### src/cmtm_regs.vh
// register map, field positions and reset values of the comms timer block
// Functional notes
// RL1: two gate pins exist, the first serving timers one and two, the second timers three and four.
// RL2: a timer tied to a gate pin is either gated by its level or restarted by its edge.
// RL3: each timer drives its own output pin when its count reaches its reference value.
// RL4: on a match the output either pulses low for one cycle or toggles its level.
// RL5: a timer output can feed another timer's input so the pair forms a 32-bit timer.
// RL6: each timer counts another timer, the system clock, the system clock over 16, or its input pin.
// RL7: four external timer input pins are provided.
// RL8: capture on a timer input fires on the rising, the falling or both edges.
// RL9: the system-integration timers default to the first baud generator, fed by clock pin five when chosen.
// RL10: with clock pin five not enabled the first baud generator runs from the internal clock.
// RL11: when the dedicated timer clock pin is chosen the baud generator path to those timers is cut.
// RL12: eight baud generators exist, each with its own output pin and usable inside the block; only the first is used inside.
// RL13: cascading pairs timer one under two and three under four, the lower clocking the upper.
// RL14: gate and input pins are synchronised to the system clock before any use.
`ifndef CMTM_REGS_VH
`define CMTM_REGS_VH
`define CMTM_GCFG_ADDR 8'h00
`define CMTM_STAT_ADDR 8'h04
`define CMTM_TMR_BASE 8'h10
`define CMTM_TMR_STRIDE 8'h10
`define CMTM_TMR_MODE_OFS 4'h0
`define CMTM_TMR_REF_OFS 4'h4
`define CMTM_TMR_CNT_OFS 4'h8
`define CMTM_TMR_CAP_OFS 4'hc
`define CMTM_BRG_BASE 8'h60
`define CMTM_BRG_END 8'h80
`define CMTM_GCFG_CASC12 0
`define CMTM_GCFG_CASC34 1
`define CMTM_GCFG_EXT_CLOCK_PIN_FIVE_EN 2
`define CMTM_GCFG_SIU_TIMER_CLOCK_PIN_SEL 3
`define CMTM_GCFG_W 4
`define CMTM_MODE_SRC_LSB 0
`define CMTM_MODE_GATE_LSB 2
`define CMTM_MODE_TOGGLE 4
`define CMTM_MODE_CAP_LSB 5
`define CMTM_MODE_EN 7
`define CMTM_MODE_W 8
`define CMTM_SRC_TIMER 2'h0
`define CMTM_SRC_SYSCLK 2'h1
`define CMTM_SRC_DIV16 2'h2
`define CMTM_SRC_PIN 2'h3
`define CMTM_GATE_NONE 2'h0
`define CMTM_GATE_LEVEL 2'h1
`define CMTM_GATE_RESTART 2'h2
`define CMTM_CAP_RISE 0
`define CMTM_CAP_FALL 1
`define CMTM_PRESCALE_MAX 4'hf
`define CMTM_REF_RESET 16'hffff
`define CMTM_BRG_DIV_RESET 12'h000
`define CMTM_RESP_OKAY 2'b00
`define CMTM_RESP_SLVERR 2'b10
`endif

### src/cmtm_sync.v
// two-flop synchroniser for a group of asynchronous pins
`timescale 1ns/1ps
module cmtm_sync #(
  parameter W = 8
) (
  input wire aclk,
  input wire aresetn,
  input wire [W-1:0] async_in,
  output reg [W-1:0] sync_out
);
  reg [W-1:0] meta_r;

  always @(posedge aclk)
  begin
    if (!aresetn)
    begin
      meta_r <= {W{1'b0}};
      sync_out <= {W{1'b0}};
    end
    else
    begin
      meta_r <= async_in;
      // first stage read only here
      sync_out <= meta_r;
    end
  end
endmodule // cmtm_sync

### src/cmtm_timers.v
// four gated capture timers, baud generators and timer clock select
`timescale 1ns/1ps
`include "cmtm_regs.vh"
module cmtm_timers #(
  parameter TW = 16,
  parameter NBRG = 8,
  parameter BW = 12
) (
  input wire aclk,
  input wire aresetn,
  input wire [7:0] s_axi_awaddr,
  input wire s_axi_awvalid,
  output reg s_axi_awready,
  input wire [31:0] s_axi_wdata,
  input wire [3:0] s_axi_wstrb,
  input wire s_axi_wvalid,
  output reg s_axi_wready,
  output reg [1:0] s_axi_bresp,
  output reg s_axi_bvalid,
  input wire s_axi_bready,
  input wire [7:0] s_axi_araddr,
  input wire s_axi_arvalid,
  output reg s_axi_arready,
  output reg [31:0] s_axi_rdata,
  output reg [1:0] s_axi_rresp,
  output reg s_axi_rvalid,
  input wire s_axi_rready,
  input wire gate_in_a,
  input wire gate_in_b,
  input wire [3:0] capture_in,
  input wire ext_clock_pin_five,
  input wire siu_timer_clock_pin,
  output reg [3:0] match_out,
  output reg [NBRG-1:0] baud_gen_out,
  output reg siu_timer_tick
);
  // pins: 0 gate a, 1 gate b, 5:2 inputs, 6 clock five, 7 timer clock
  wire [7:0] pin_s;
  reg [7:0] pin_d_r;
  wire [7:0] pin_rise;
  wire [7:0] pin_fall;

  cmtm_sync #(.W(8)) u_sync (
    .aclk(aclk),
    .aresetn(aresetn),
    .async_in({siu_timer_clock_pin, ext_clock_pin_five, capture_in, gate_in_b, gate_in_a}),
    .sync_out(pin_s)
  ); // RL14 RL7 RL1

  assign pin_rise = pin_s & ~pin_d_r;
  assign pin_fall = ~pin_s & pin_d_r;

  reg [`CMTM_GCFG_W-1:0] gcfg_r;
  reg [7:0] stat_r;
  reg [4*`CMTM_MODE_W-1:0] mode_r;
  reg [4*TW-1:0] ref_r;
  reg [4*TW-1:0] cnt_r;
  reg [4*TW-1:0] cap_r;
  reg [NBRG*BW-1:0] brg_div_r;
  reg [NBRG*BW-1:0] brg_cnt_r;
  reg [3:0] pre_r;
  reg [3:0] mev_r;
  wire [3:0] match_ev;
  wire [3:0] cap_ev;
  wire [NBRG-1:0] brg_wrap;
  wire div16_tick;

  // bus state
  reg [7:0] awaddr_r;
  reg [31:0] wdata_r;
  reg aw_have_r;
  reg w_have_r;
  wire wr_go;
  wire [7:0] wa;
  wire wa_tmr;
  wire [1:0] wa_idx;
  wire [3:0] wa_ofs;
  wire [7:0] ra;

  assign wr_go = aw_have_r & w_have_r & ~s_axi_bvalid;
  assign wa = awaddr_r;
  assign wa_tmr = (wa >= `CMTM_TMR_BASE) && (wa < `CMTM_BRG_BASE);
  assign wa_idx = wa[5:4] - 2'h1;
  assign wa_ofs = wa[3:0];
  assign ra = s_axi_araddr;
  assign div16_tick = (pre_r == `CMTM_PRESCALE_MAX); // RL6

  always @(posedge aclk)
  begin
    if (!aresetn)
    begin
      pin_d_r <= 8'h00;
      pre_r <= 4'h0;
      mev_r <= 4'h0;
    end
    else
    begin
      pin_d_r <= pin_s;
      pre_r <= pre_r + 4'h1;
      mev_r <= match_ev;
    end
  end

  genvar i;
  generate
    for (i = 0; i < 4; i = i + 1)
    begin : g_tmr
      wire [`CMTM_MODE_W-1:0] md;
      wire [1:0] src;
      wire [1:0] gmode;
      wire en;
      wire gate_lvl;
      wire gate_edge;
      wire casc_upper;
      wire src_tick;
      wire tick;
      wire cnt_hold;
      wire [TW-1:0] cnt;
      wire [TW-1:0] refv;
      wire wr_me;

      assign md = mode_r[i*`CMTM_MODE_W +: `CMTM_MODE_W];
      assign src = md[`CMTM_MODE_SRC_LSB +: 2];
      assign gmode = md[`CMTM_MODE_GATE_LSB +: 2];
      assign en = md[`CMTM_MODE_EN];
      assign cnt = cnt_r[i*TW +: TW];
      assign refv = ref_r[i*TW +: TW];
      assign gate_lvl = pin_s[i/2]; // RL1
      assign gate_edge = pin_fall[i/2];
      assign casc_upper = (i == 1) ? gcfg_r[`CMTM_GCFG_CASC12] :
                          (i == 3) ? gcfg_r[`CMTM_GCFG_CASC34] : 1'b0;
      // registered neighbour match avoids a combinational ring
      assign src_tick = (src == `CMTM_SRC_TIMER) ? mev_r[(i+3)%4] :
                        (src == `CMTM_SRC_SYSCLK) ? 1'b1 :
                        (src == `CMTM_SRC_DIV16) ? div16_tick :
                        pin_rise[2+i]; // RL6
      assign cnt_hold = (gmode == `CMTM_GATE_LEVEL) && !gate_lvl; // RL2
      // the lower neighbour of an upper timer is always the previous one in the ring
      assign tick = en && !cnt_hold && (casc_upper ? mev_r[(i+3)%4] : src_tick); // RL5 RL13
      assign match_ev[i] = tick && (cnt == refv); // RL3
      assign cap_ev[i] = en &&
        ((md[`CMTM_MODE_CAP_LSB + `CMTM_CAP_RISE] && pin_rise[2+i]) ||
         (md[`CMTM_MODE_CAP_LSB + `CMTM_CAP_FALL] && pin_fall[2+i])); // RL8
      assign wr_me = wr_go && wa_tmr && (wa_idx == i);

      always @(posedge aclk)
      begin
        if (!aresetn)
        begin
          mode_r[i*`CMTM_MODE_W +: `CMTM_MODE_W] <= {`CMTM_MODE_W{1'b0}};
          ref_r[i*TW +: TW] <= `CMTM_REF_RESET;
          cnt_r[i*TW +: TW] <= {TW{1'b0}};
          cap_r[i*TW +: TW] <= {TW{1'b0}};
          match_out[i] <= 1'b1;
        end
        else
        begin
          if (wr_me && wa_ofs == `CMTM_TMR_MODE_OFS)
            mode_r[i*`CMTM_MODE_W +: `CMTM_MODE_W] <= wdata_r[`CMTM_MODE_W-1:0];
          if (wr_me && wa_ofs == `CMTM_TMR_REF_OFS)
            ref_r[i*TW +: TW] <= wdata_r[TW-1:0];
          if (wr_me && wa_ofs == `CMTM_TMR_CNT_OFS)
            cnt_r[i*TW +: TW] <= wdata_r[TW-1:0];
          else if (en && gmode == `CMTM_GATE_RESTART && gate_edge)
            cnt_r[i*TW +: TW] <= {TW{1'b0}}; // RL2
          else if (match_ev[i])
            cnt_r[i*TW +: TW] <= {TW{1'b0}};
          else if (tick)
            cnt_r[i*TW +: TW] <= cnt + {{(TW-1){1'b0}}, 1'b1};
          if (cap_ev[i])
            cap_r[i*TW +: TW] <= cnt;
          // pulse mode returns high one cycle after the match
          if (match_ev[i] && md[`CMTM_MODE_TOGGLE])
            match_out[i] <= ~match_out[i]; // RL4
          else if (match_ev[i])
            match_out[i] <= 1'b0; // RL4
          else if (!md[`CMTM_MODE_TOGGLE])
            match_out[i] <= 1'b1;
        end
      end
    end

    for (i = 0; i < NBRG; i = i + 1)
    begin : g_brg
      wire [BW-1:0] bc;
      wire btick;

      assign bc = brg_cnt_r[i*BW +: BW];
      // the first generator may follow clock pin five instead of the system clock
      assign btick = (i == 0 && gcfg_r[`CMTM_GCFG_EXT_CLOCK_PIN_FIVE_EN]) ? pin_rise[6] : 1'b1; // RL9 RL10
      assign brg_wrap[i] = btick && (bc == brg_div_r[i*BW +: BW]);

      always @(posedge aclk)
      begin
        if (!aresetn)
        begin
          brg_div_r[i*BW +: BW] <= `CMTM_BRG_DIV_RESET;
          brg_cnt_r[i*BW +: BW] <= {BW{1'b0}};
          baud_gen_out[i] <= 1'b0;
        end
        else
        begin
          if (wr_go && wa == (`CMTM_BRG_BASE + i*4))
            brg_div_r[i*BW +: BW] <= wdata_r[BW-1:0];
          if (brg_wrap[i])
          begin
            brg_cnt_r[i*BW +: BW] <= {BW{1'b0}};
            baud_gen_out[i] <= ~baud_gen_out[i]; // RL12
          end
          else if (btick)
            brg_cnt_r[i*BW +: BW] <= bc + {{(BW-1){1'b0}}, 1'b1};
        end
      end
    end
  endgenerate

  // timer clock for the system-integration timers
  always @(posedge aclk)
  begin
    if (!aresetn)
      siu_timer_tick <= 1'b0;
    else if (gcfg_r[`CMTM_GCFG_SIU_TIMER_CLOCK_PIN_SEL])
      siu_timer_tick <= pin_rise[7]; // RL11
    else
      siu_timer_tick <= brg_wrap[0] & ~baud_gen_out[0]; // RL9
  end

  // global config and sticky status, set beats clear
  always @(posedge aclk)
  begin
    if (!aresetn)
    begin
      gcfg_r <= {`CMTM_GCFG_W{1'b0}};
      stat_r <= 8'h00;
    end
    else
    begin
      if (wr_go && wa == `CMTM_GCFG_ADDR)
        gcfg_r <= wdata_r[`CMTM_GCFG_W-1:0];
      if (wr_go && wa == `CMTM_STAT_ADDR)
        stat_r <= (stat_r & ~wdata_r[7:0]) | {cap_ev, match_ev};
      else
        stat_r <= stat_r | {cap_ev, match_ev};
    end
  end

  // write channel: address and data taken in either order
  always @(posedge aclk)
  begin
    if (!aresetn)
    begin
      s_axi_awready <= 1'b0;
      s_axi_wready <= 1'b0;
      s_axi_bvalid <= 1'b0;
      s_axi_bresp <= `CMTM_RESP_OKAY;
      aw_have_r <= 1'b0;
      w_have_r <= 1'b0;
      awaddr_r <= 8'h00;
      wdata_r <= 32'h00000000;
    end
    else
    begin
      s_axi_awready <= s_axi_awvalid && !s_axi_awready && !aw_have_r && !s_axi_bvalid;
      s_axi_wready <= s_axi_wvalid && !s_axi_wready && !w_have_r && !s_axi_bvalid;
      if (s_axi_awvalid && s_axi_awready)
      begin
        awaddr_r <= {s_axi_awaddr[7:2], 2'b00};
        aw_have_r <= 1'b1;
      end
      if (s_axi_wvalid && s_axi_wready)
      begin
        // partial strobes are ignored: every field is written whole
        wdata_r <= s_axi_wdata;
        w_have_r <= 1'b1;
      end
      if (wr_go)
      begin
        aw_have_r <= 1'b0;
        w_have_r <= 1'b0;
        s_axi_bvalid <= 1'b1;
        s_axi_bresp <= (wa < `CMTM_BRG_END) ? `CMTM_RESP_OKAY : `CMTM_RESP_SLVERR;
      end
      else if (s_axi_bvalid && s_axi_bready)
        s_axi_bvalid <= 1'b0;
    end
  end

  // read channel
  reg [31:0] rd_mux;
  reg rd_ok;
  always @*
  begin
    rd_mux = 32'h00000000;
    rd_ok = 1'b1;
    if (ra[7:2] == `CMTM_GCFG_ADDR >> 2)
      rd_mux[`CMTM_GCFG_W-1:0] = gcfg_r;
    else if (ra[7:2] == `CMTM_STAT_ADDR >> 2)
      rd_mux[7:0] = stat_r;
    else if (ra >= `CMTM_TMR_BASE && ra < `CMTM_BRG_BASE)
    begin
      case (ra[3:2])
        2'h0: rd_mux[`CMTM_MODE_W-1:0] = mode_r[(ra[5:4]-2'h1)*`CMTM_MODE_W +: `CMTM_MODE_W];
        2'h1: rd_mux[TW-1:0] = ref_r[(ra[5:4]-2'h1)*TW +: TW];
        2'h2: rd_mux[TW-1:0] = cnt_r[(ra[5:4]-2'h1)*TW +: TW];
        default: rd_mux[TW-1:0] = cap_r[(ra[5:4]-2'h1)*TW +: TW];
      endcase
    end
    else if (ra >= `CMTM_BRG_BASE && ra < `CMTM_BRG_END)
      rd_mux[BW-1:0] = brg_div_r[ra[4:2]*BW +: BW];
    else
      rd_ok = 1'b0;
  end

  always @(posedge aclk)
  begin
    if (!aresetn)
    begin
      s_axi_arready <= 1'b0;
      s_axi_rvalid <= 1'b0;
      s_axi_rdata <= 32'h00000000;
      s_axi_rresp <= `CMTM_RESP_OKAY;
    end
    else
    begin
      s_axi_arready <= s_axi_arvalid && !s_axi_arready && !s_axi_rvalid;
      if (s_axi_arvalid && s_axi_arready)
      begin
        s_axi_rvalid <= 1'b1;
        s_axi_rdata <= rd_mux;
        s_axi_rresp <= rd_ok ? `CMTM_RESP_OKAY : `CMTM_RESP_SLVERR;
      end
      else if (s_axi_rvalid && s_axi_rready)
        s_axi_rvalid <= 1'b0;
    end
  end
endmodule // cmtm_timers

### config.mk
export PLATFORM = sky130hd
export DESIGN_NAME = cmtm_timers
export DESIGN_NICKNAME = d
export VERILOG_FILES = /design/src/cmtm_sync.v /design/src/cmtm_timers.v
export VERILOG_INCLUDE_DIRS = /design/src
export SDC_FILE = /design/constraint.sdc
export NUM_CORES = 1
export LEC_CHECK = 0
export BUFFER_PORTS_ARGS = -buffer_cell sky130_fd_sc_hd__buf_2
export CAP_MARGIN = 10
export CORE_MARGIN = 1.5
export CORE_UTILIZATION = 42
export CTS_BUF_LIST = sky130_fd_sc_hd__clkbuf_2 sky130_fd_sc_hd__clkbuf_4 sky130_fd_sc_hd__clkbuf_8
export DETAILED_ROUTE_END_ITERATION = 16
export SLEW_MARGIN = 20
export SYNTH_ARGS = -nofsm -noshare
export SYNTH_HDL_FRONTEND = slang
export SYNTH_SLANG_ARGS = --single-unit
export TNS_END_PERCENT = 50
### constraint.sdc
create_clock -name aclk -period 7.2 [get_ports aclk]
set_input_delay 0 -clock aclk [delete_from_list [all_inputs] [get_ports aclk]]
set_output_delay 0 -clock aclk [all_outputs]
set_load 0.005 [all_outputs]
==> results of run 1 <==
==> cells in the final DEF, fill, tap and decap left out, drive strengths merged, types with 10 or more instances in the layout <==
cell type    instances
inv                 22
xnor2               77
and2                37
dfxtp              520
nand2              420
clkbuf             138
a32oi               15
and3                56
nand3b              11
a22o                12
nor4                42
a31oi               12
mux4                81
a211oi              16
nor3                46
buf                119
a21oi              196
dlygate4sd3         56
o211ai              11
o21ai               51
xor2               179
conb                18
mux2i              112
clkinv              11
nand4               30
or3                 10
ha                  17
nand2b              16
a22oi               19
nand3              250
nor2               289
==> registers in the layout, indices dropped and copies added, names as in the netlist, 16 cells and up <==
name	flops
brg_div_r	96
cap_r	64
g_brg.bc	96
g_tmr.cnt	64
g_tmr.md	32
g_tmr.refv	64
s_axi_rdata	16
wdata_r	16
==> worst max-delay path, cell delays in order, from the launching register on <==
cell	delay, ns
dfxtp_1	0.51
nor2b_2	0.60
buf_4	0.40
and4_1	0.75
or2_1	0.44
nor2_1	0.21
or3_1	0.40
o221ai_1	0.07
==> cell families (layout without fill, tap and decap cells) <==
group	after synthesis	count (layout)	synth area share, %
simple gates	1250	1250	22.94
flops	520	520	41.05
compound gates	409	409	10.00
buf+inv	258	356	4.471
xor+xnor	256	256	8.842
mux	198	198	11.84
fa+ha+maj	17	17	0.8388
other cells	1	19	0.01479
==> power by group <==
part           leakage, nW  internal, W  switching [W]
logic                 6.30    0.0000997       0.000164
clock network         1.05      0.00175        0.00125
registers             4.20      0.00290      0.0000494
==> per-stage QoR <==
stage	std cells	total power [W]
detailed placement	3582	0.003251
CTS	3797	0.006254
global route	3798	0.006395
floorplan	2926	0.003158
finish	3798	0.006214
global placement	3582	0.003247
==> metal layers <==
layer	wire length, um	track usage (%)	vias up
li1	-	-	10240
met1	36400	37.01	10740
met2	36560	40.42	1205
met3	8194	5.684	222
met4	3540	11.50	0
met5	0	0	-
==> final timing paths <==
| check | to | slack, ns |
|---|---|---|
| max | g_tmr[3].cnt[4]$_SDFFE_PN0P_ | 3.72 |
| min | s_axi_rdata[11]$_SDFFE_PN0P_ | 0.05 |
| max reg2reg | g_tmr[3].cnt[4]$_SDFFE_PN0P_ | 3.72 |
| min reg2reg | u_sync.sync_out[7]$_SDFF_PN0_ | 0.43 |
==> final cells by class <==
class,count,area [um2]
clock inverter,21,287.8
antenna,1,2.502
fill,5576,30710
inverter,22,90.09
tap,773,967.2
multi-input combinational,2148,13900
sequential,520,10420
timing repair buffer,175,1271
clock buffer,138,1699
==> metrics.md, run 1 <==
| Metric | Value |
|---|---|
| Placer Congestion | `0.9304` |
| Hpwl dp | `approximately 58,000 um` |
| Seq/Total Area, Yosys | `between 40% and 50%` |
| Design area | `about 0.029 mm2` |
| RSZ-0062 raised after global routing | `false` |
| Drt pass-1 iters | `7` |
| Slew Limit Fails | `0` |
| DR vias | `around 22,000` |
| Post-Place Setup Slack | `3.430 ns` |
| Hold crit path type | `input port to flop` |
| Critical Path Source | `awaddr_r[3]$_SDFFE_PN0P_` |
| Achievable Freq | `287.5 MHz` |
| Top cells by area, synth | `dfxtp_1, mux4_2, nand2_1, xor2_1, nand3_1` |
| Top cell type's share of synthesized area | `around 41%` |
| Final Util | `48.25%` |
| Outcome | `finished clean` |
| Actual slew at the worst max-slew pin | `approximately 1 ns` |
| Final worst-path cycle share | `48.31%` |
| Post-synth cell types | `76` |
| R2R Path Start | `awaddr_r[3]$_SDFFE_PN0P_` |
| Hold_sp | `s_axi_araddr[1]` |
| Async S/R FF share, synth | `0%` |
| Grt total ovfl | `0` |
| H-tree lvl count | `3` |
| Crit path capture type | `flop` |
| CTS tree | `done` |
| First-pass GRT wire length | `roughly 130,000 um` |
| Clock Sinks | `520` |
| Max-slew headroom | `a little under a third` |
| Pwr Density | `217.0 mW/mm2` |
| WS Path Type | `flop to flop` |
| Hold Path Depth | `7` |
| Clk root buf | `clkbuf_8` |
| LEAKAGE | `11.56 nW` |
| Post-synth EDFFs | `0` |
| Antenna Nets Post-Route | `0` |
| Total die area | `approximately 0.062 mm2` |
| Clock transition at path regs | `roughly 0.060 ns` |
| Hold_ws | `~0.048 ns` |
| Yosys top cell by area | `dfxtp_1` |
| Cells after Synth | `just under 3,000` |
| Main synth FF type | `dfxtp_1` |
| Starting Density | `between 40% and 50%` |
| Final Hold Fails | `0` |
| Chip width | `about 250 um` |
| Avg Synthesized Cell Area | `~8.7 um2` |
| Worst Path Required | `7.80 ns` |
| Most common library cells after synthesis | `dfxtp_1, nand2_1, nor2_1` |
| CTS Buf Count | `88` |
| Number of global-route vias before repair | `~21,000` |
| PnR worst setup slack | `roughly 3.7 ns` |
| Cts hold-fix bufs | `56` |
| CTS resizes | `0` |
| Max-Cap Viols | `0` |
| Core Rows | `89` |
| Drt total wl | `roughly 85,000 um` |
| DP Area | `0.02609 mm2` |
| Worst Reg-to-Reg Cells | `7` |
| Yosys Warn Count | `0` |
| # setup viols final | `0` |
| DRT iter0 DRCs | `between 2,000 and 3,000` |
| Arrival @ worst endpoint | `~4 ns` |
| Post-route setup TNS | `0 ns` |
| I/O pins | `between 100 and 150` |
| Largest fanout on the critical path | `18` |
| Clock latency on the worst-skew pair | `between 0.6 and 0.7 ns` |
| DR vias/cell | `just under 6` |
| Largest net degree at the start of global routing | `between 150 and 200` |
| Mapped Area | `about 0.025 mm2` |
| CP Launch Type | `flop` |
| P&R area growth vs syn | `12.95%` |
| Maximum buffer depth of the clock tree | `3` |
| Wire length per cell | `about 22 um` |
| Initial antenna violation count | `1` |
| Most common cell in the netlist | `dfxtp_1` |
| Layout Skew | `~0.03 ns` |
| Core ar. | `approximately 0.06 mm2` |
| Register bit total from synthesis | `520` |
| Die Span Y | `248.7 um` |
| Post-CTS setup buffer count | `0` |
| Tot GR Track Use | `between 20% and 30%` |
| Fin crit period | `approximately 3.5 ns` |
| Share of layout cells above drive strength 1 | `about an eighth` |
| VDD IR max | `approximately 110 uV` |
| Buffers on Ports | `80` |
| # DRC | `0` |
| Post-layout net count | `~3,000` |
(Power assumes the default switching activity.)
==> inputs of run 2 (changes only) <==
--- a/config.mk
+++ b/config.mk
@@ -6,6 +6,7 @@
 export SDC_FILE = /design/constraint.sdc
 export NUM_CORES = 1
 export LEC_CHECK = 0
+export ABC_AREA = 1
 export BUFFER_PORTS_ARGS = -buffer_cell sky130_fd_sc_hd__buf_2
 export CAP_MARGIN = 10
 export CORE_MARGIN = 1.5
==> constraint.sdc (replaced) <==
create_clock -name aclk -period 2.8 [get_ports aclk]
set_input_delay 0 -clock aclk [delete_from_list [all_inputs] [get_ports aclk]]
set_output_delay 0 -clock aclk [all_outputs]
set_load 0.005 [all_outputs]
==> run 2 against run 1 <==
Compared with the run above: first-iteration DRC count is 2.3% higher; clock skew is 0.014 ns higher; utilization is 0.76 points higher; via count is 14% higher; non-clock buffer count is 60 higher; largest cell class unchanged; largest power group unchanged; total power grew to 2.7 times the previous value.
==> metrics.md, run 2 <==
| Metric | Value |
|---|---|
| Wire length per cell | `19.19 um (was 22.30 um)` |
| Clk root buf | `clkbuf_8 (unchanged)` |
| Outcome | `finished clean (unchanged)` |
| CTS tree | `done (unchanged)` |
| Core ar. | `0.06160 mm2 (was 0.05935 mm2)` |
| Most common library cells after synthesis | `nand2_1, dfxtp_1, inv_1 (was dfxtp_1, nand2_1, nor2_1)` |
| I/O pins | `121 (unchanged)` |
| RSZ-0062 raised after global routing | `false (unchanged)` |
| Core Rows | `91 (was 89)` |
| Hpwl dp | `63,630 um (was 57,600 um)` |
| Largest fanout on the critical path | `50 (was 18)` |
| Gate power share | `7.0% (was 4.3%)` |
| Arrival @ worst endpoint | `3.29 ns (was 4.07 ns)` |
| Total die area | `0.06379 mm2 (was 0.06186 mm2)` |
| Buffers on Ports | `80 (unchanged)` |
| Top cell type's share of synthesized area | `39.79% (was 41.05%)` |
| Clock transition at path regs | `0.06 ns (about the same)` |
| Slew Limit Fails | `0 (unchanged)` |
| Seq/Total Area, Yosys | `39.79% (was 41.05%)` |
| Actual slew at the worst max-slew pin | `1.001 ns (was 1.030 ns)` |
| Async S/R FF share, synth | `0% (unchanged)` |
| Mapped Area | `0.02616 mm2 (was 0.02536 mm2)` |
| # setup viols final | `0 (unchanged)` |
| Hold endpoint | `s_axi_rvalid$_SDFFE_PN0P_ (was s_axi_rdata[11]$_SDFFE_PN0P_)` |
| Grt total ovfl | `0 (unchanged)` |
| Top cells by area, synth | `dfxtp_1, o21ai_0, nand2_1, a21oi_1, inv_1 (was dfxtp_1, mux4_2, nand2_1, xor2_1, nand3_1)` |
| Register bit total from synthesis | `520 (unchanged)` |
| Max-slew headroom | `33.22% (was 30.83%)` |
| Largest net degree at the start of global routing | `137 (was 152)` |
| Cells after Synth | `3,752 (was 2,909)` |
| First-pass GRT wire length | `137,700 um (was 128,700 um)` |
| Layout fillers | `6,274 (was 5,576)` |
| Post-route setup TNS | `0 ns (unchanged)` |
| Slowest CP cell | `dlygate4sd3_1 (was and4_1)` |
| Worst R2R End | `g_tmr[3].cnt[14]$_SDFFE_PN0P_ (was g_tmr[3].cnt[4]$_SDFFE_PN0P_)` |
| Main synth FF type | `dfxtp_1 (unchanged)` |
| Yosys top cell by area | `dfxtp_1 (unchanged)` |
| LEAKAGE | `12.93 nW (was 11.56 nW)` |
| VDD IR max | `352.1 uV (was 114.0 uV)` |
| Hold_ws | `0.07209 ns (was 0.04781 ns)` |
| Hold crit path type | `input port to flop (unchanged)` |
| Clock Power Share | `48.0% (was 48.3%)` |
| Hold_sp | `s_axi_rready (was s_axi_araddr[1])` |
| Final Hold Fails | `0 (unchanged)` |
| Hold Path Depth | `5 (was 7)` |
| Number of global-route vias before repair | `23,100 (was 21,240)` |
| CP Launch Type | `input port (was flop)` |
| Max-Cap Viols | `0 (unchanged)` |
| Yosys Warn Count | `0 (unchanged)` |
| Final worst-path cycle share | `94.99%` |
| Post-layout net count | `3,952 (was 3,039)` |
| Tot GR Track Use | `28.10% (was 26.81%)` |
| CTS Buf Count | `91 (was 88)` |
| Initial antenna violation count | `4 (was 1)` |
| Pwr Density | `552.1 mW/mm2 (was 217.0 mW/mm2)` |
| Avg Synthesized Cell Area | `6.972 um2 (was 8.717 um2)` |
| Chip width | `252.6 um (was 248.7 um)` |
| WS Path Type | `input port to flop (was flop to flop)` |
| Placer Congestion | `0.9608 (was 0.9304)` |
| Fin crit period | `between 2 and 3 ns` |
| Drt total wl | `91,700 um (was 84,700 um)` |
| Clock Sinks | `520 (unchanged)` |
| Drt pass-1 iters | `6 (was 7)` |
| Int Pwr | `0.01247 W (was 0.004749 W)` |
| Die Span Y | `252.6 um (was 248.7 um)` |
| R2R Path Start | `s_axi_bvalid$_SDFFE_PN0P_ (was awaddr_r[3]$_SDFFE_PN0P_)` |
| Share of layout cells above drive strength 1 | `9.947% (was 13.13%)` |
| Most frequent cells in the layout | `nand2_1, dfxtp_1, inv_1 (was dfxtp_1, nand2_1, nor2_1)` |
| P_sw | `0.004199 W (was 0.001465 W)` |
| Clock latency on the worst-skew pair | `0.72 ns (was 0.69 ns)` |
| Commonest non-fill, non-tap cell in the layout | `nand2_1 (was dfxtp_1)` |
| Post-synth EDFFs | `0 (unchanged)` |
| Post-synth cell types | `52 (was 76)` |
| Most common cell in the netlist | `nand2_1 (was dfxtp_1)` |
| P&R area growth vs syn | `15.41% (was 12.95%)` |
| R2R Setup Slk | `0.48 ns (was 3.72 ns)` |
| CP Cell Sequence | `dlygate4sd3_1 > buf_4 > inv_2 > buf_16 > ha_1 > nand3_1 > nand2_1 > nand3_1 > dlygate4sd3_1 > nor2_1 > nand3_1 > nand2_1 > nand2_1 > dlygate4sd3_1 > a21oi_1 (was nor2b_2 > buf_4 > and4_1 > or2_1 > nor2_1 > or3_1 > o221ai_1)` |
| Sequential power share | `45.0% (was 47.5%)` |
| Sw frac | `25.19% (was 23.58%)` |
| Achievable Freq | `roughly 380 MHz` |
| Starting Density | `42.47% (was 42.72%)` |
| H-tree lvl count | `3 (unchanged)` |
| Antenna Nets Post-Route | `0 (unchanged)` |
| DR vias/cell | `5.342 (was 5.900)` |
| Crit path capture type | `flop (unchanged)` |
| CP max stage delay | `0.57 ns (was 0.75 ns)` |
| Maximum buffer depth of the clock tree | `3 (unchanged)` |
| DR vias | `25,530 (was 22,410)` |
| DRT iter0 DRCs | `2,585 (was 2,528)` |
| Worst Reg-to-Reg Cells | `10 (was 7)` |
| Layout Skew | `0.04433 ns (was 0.03004 ns)` |
| # DRC | `0 (unchanged)` |
| Worst Path Required | `3.43 ns (was 7.80 ns)` |
[run 2: cell count changes after synthesis, moves of 69 or more]
cell,delta
inv_1,+474
a21oi_1,+238
mux4_2,-81
o21ai_0,+428
mux2i_1,-112
nand4_1,+70
nand3_1,-77
xor2_1,-69
nand2_1,+191
[run 2: kinds of logic (layout without fill, tap and decap cells)]
logic type,Yosys count,count (layout),share of synthesized area (%)
simple gates,1271,1271,21.63
compound gates,1042,1042,20.90
buf+inv,734,906,11.26
flops,520,520,39.79
xor+xnor,167,167,5.591
fa+ha+maj,17,17,0.8131
other cells,1,19,0.01433
[run 2: power groups by stage]
stage | clock [W] | sequential (W) | combinational [W]
floorplan | 0 | 0.00765 | 0.000612
global route | 0.00848 | 0.00749 | 0.00125
detailed placement | 0 | 0.00766 | 0.00106
global placement | 0 | 0.00765 | 0.00105
CTS | 0.00811 | 0.00749 | 0.00113
finish | 0.00800 | 0.00749 | 0.00117
[run 2: how the worst max path moves through the flow]
stage,slack (ns),end,cells past startpoint,startpoint
floorplan,0.41,s_axi_rdata[11]$_SDFFE_PN0P_,16,s_axi_araddr[4]
global placement,0.57,g_tmr[0].cnt[10]$_SDFFE_PN0P_,11,s_axi_bvalid$_SDFFE_PN0P_
detailed placement,0.55,g_tmr[2].cnt[11]$_SDFFE_PN0P_,8,pre_r[0]$_SDFF_PN0_
CTS,0.17,s_axi_rdata[8]$_SDFFE_PN0P_,15,s_axi_araddr[4]
global route,0.01,s_axi_rdata[8]$_SDFFE_PN0P_,15,s_axi_araddr[4]
finish,0.14,s_axi_rdata[8]$_SDFFE_PN0P_,15,s_axi_araddr[4]
[run 2: critical path, delay by kind of cell]
kind                     cells  cell delay, ns
buffers and inverters        6            2.37
AND/OR/NAND/NOR              7            0.60
adder cells (fa/ha/maj)      1            0.20
AO/OA/AOI/OAI                1            0.11
[run 2: final cells by class]
type	count	area, um2	area share [%]
diodes	1	2.502	0.008288
clock buffers	145	1852	6.133
clock inverters	21	247.7	0.8206
inverters	505	1898	6.287
multi-input cells	2515	12870	42.64
flip-flops and latches	520	10410	34.48
well taps	837	1047	3.469
repair buffers	235	1861	6.162
[run 2: repair_timing]
action / CTS / global route
endpoints found under the hold margin: 238 / 0
setup endpoints to repair: 0 / 1
hold buffers: 67 / 0
setup buffers: 0 / 0
gates resized for setup: 0 / 2
[run 2: layer usage]
metal	routed length, um	vias to the layer above	track usage, %	share of wire (%)
li1	-	12580	-	-
met1	40020	11790	37.40	44
met2	41430	950	44.98	45
met3	6491	205	4.552	7.1
met4	3745	2	11.92	4.1
met5	13	-	0	0.014
[run 2: stage by stage]
step           power [W]  worst slack [ns]  cells  area (um2)  util (%)
2_1_floorplan   0.008257            0.4086   3769       26220         -
3_3_place_gp    0.008707            0.5716   4544       27380     44.45
3_5_place_dp    0.008712            0.5467   4544       27380     44.45
4_1_cts          0.01674            0.1694   4777       30150     48.95
5_1_grt          0.01722           0.01193   4779       30190     49.01
6_report         0.01667            0.1404   4779       30190     49.01
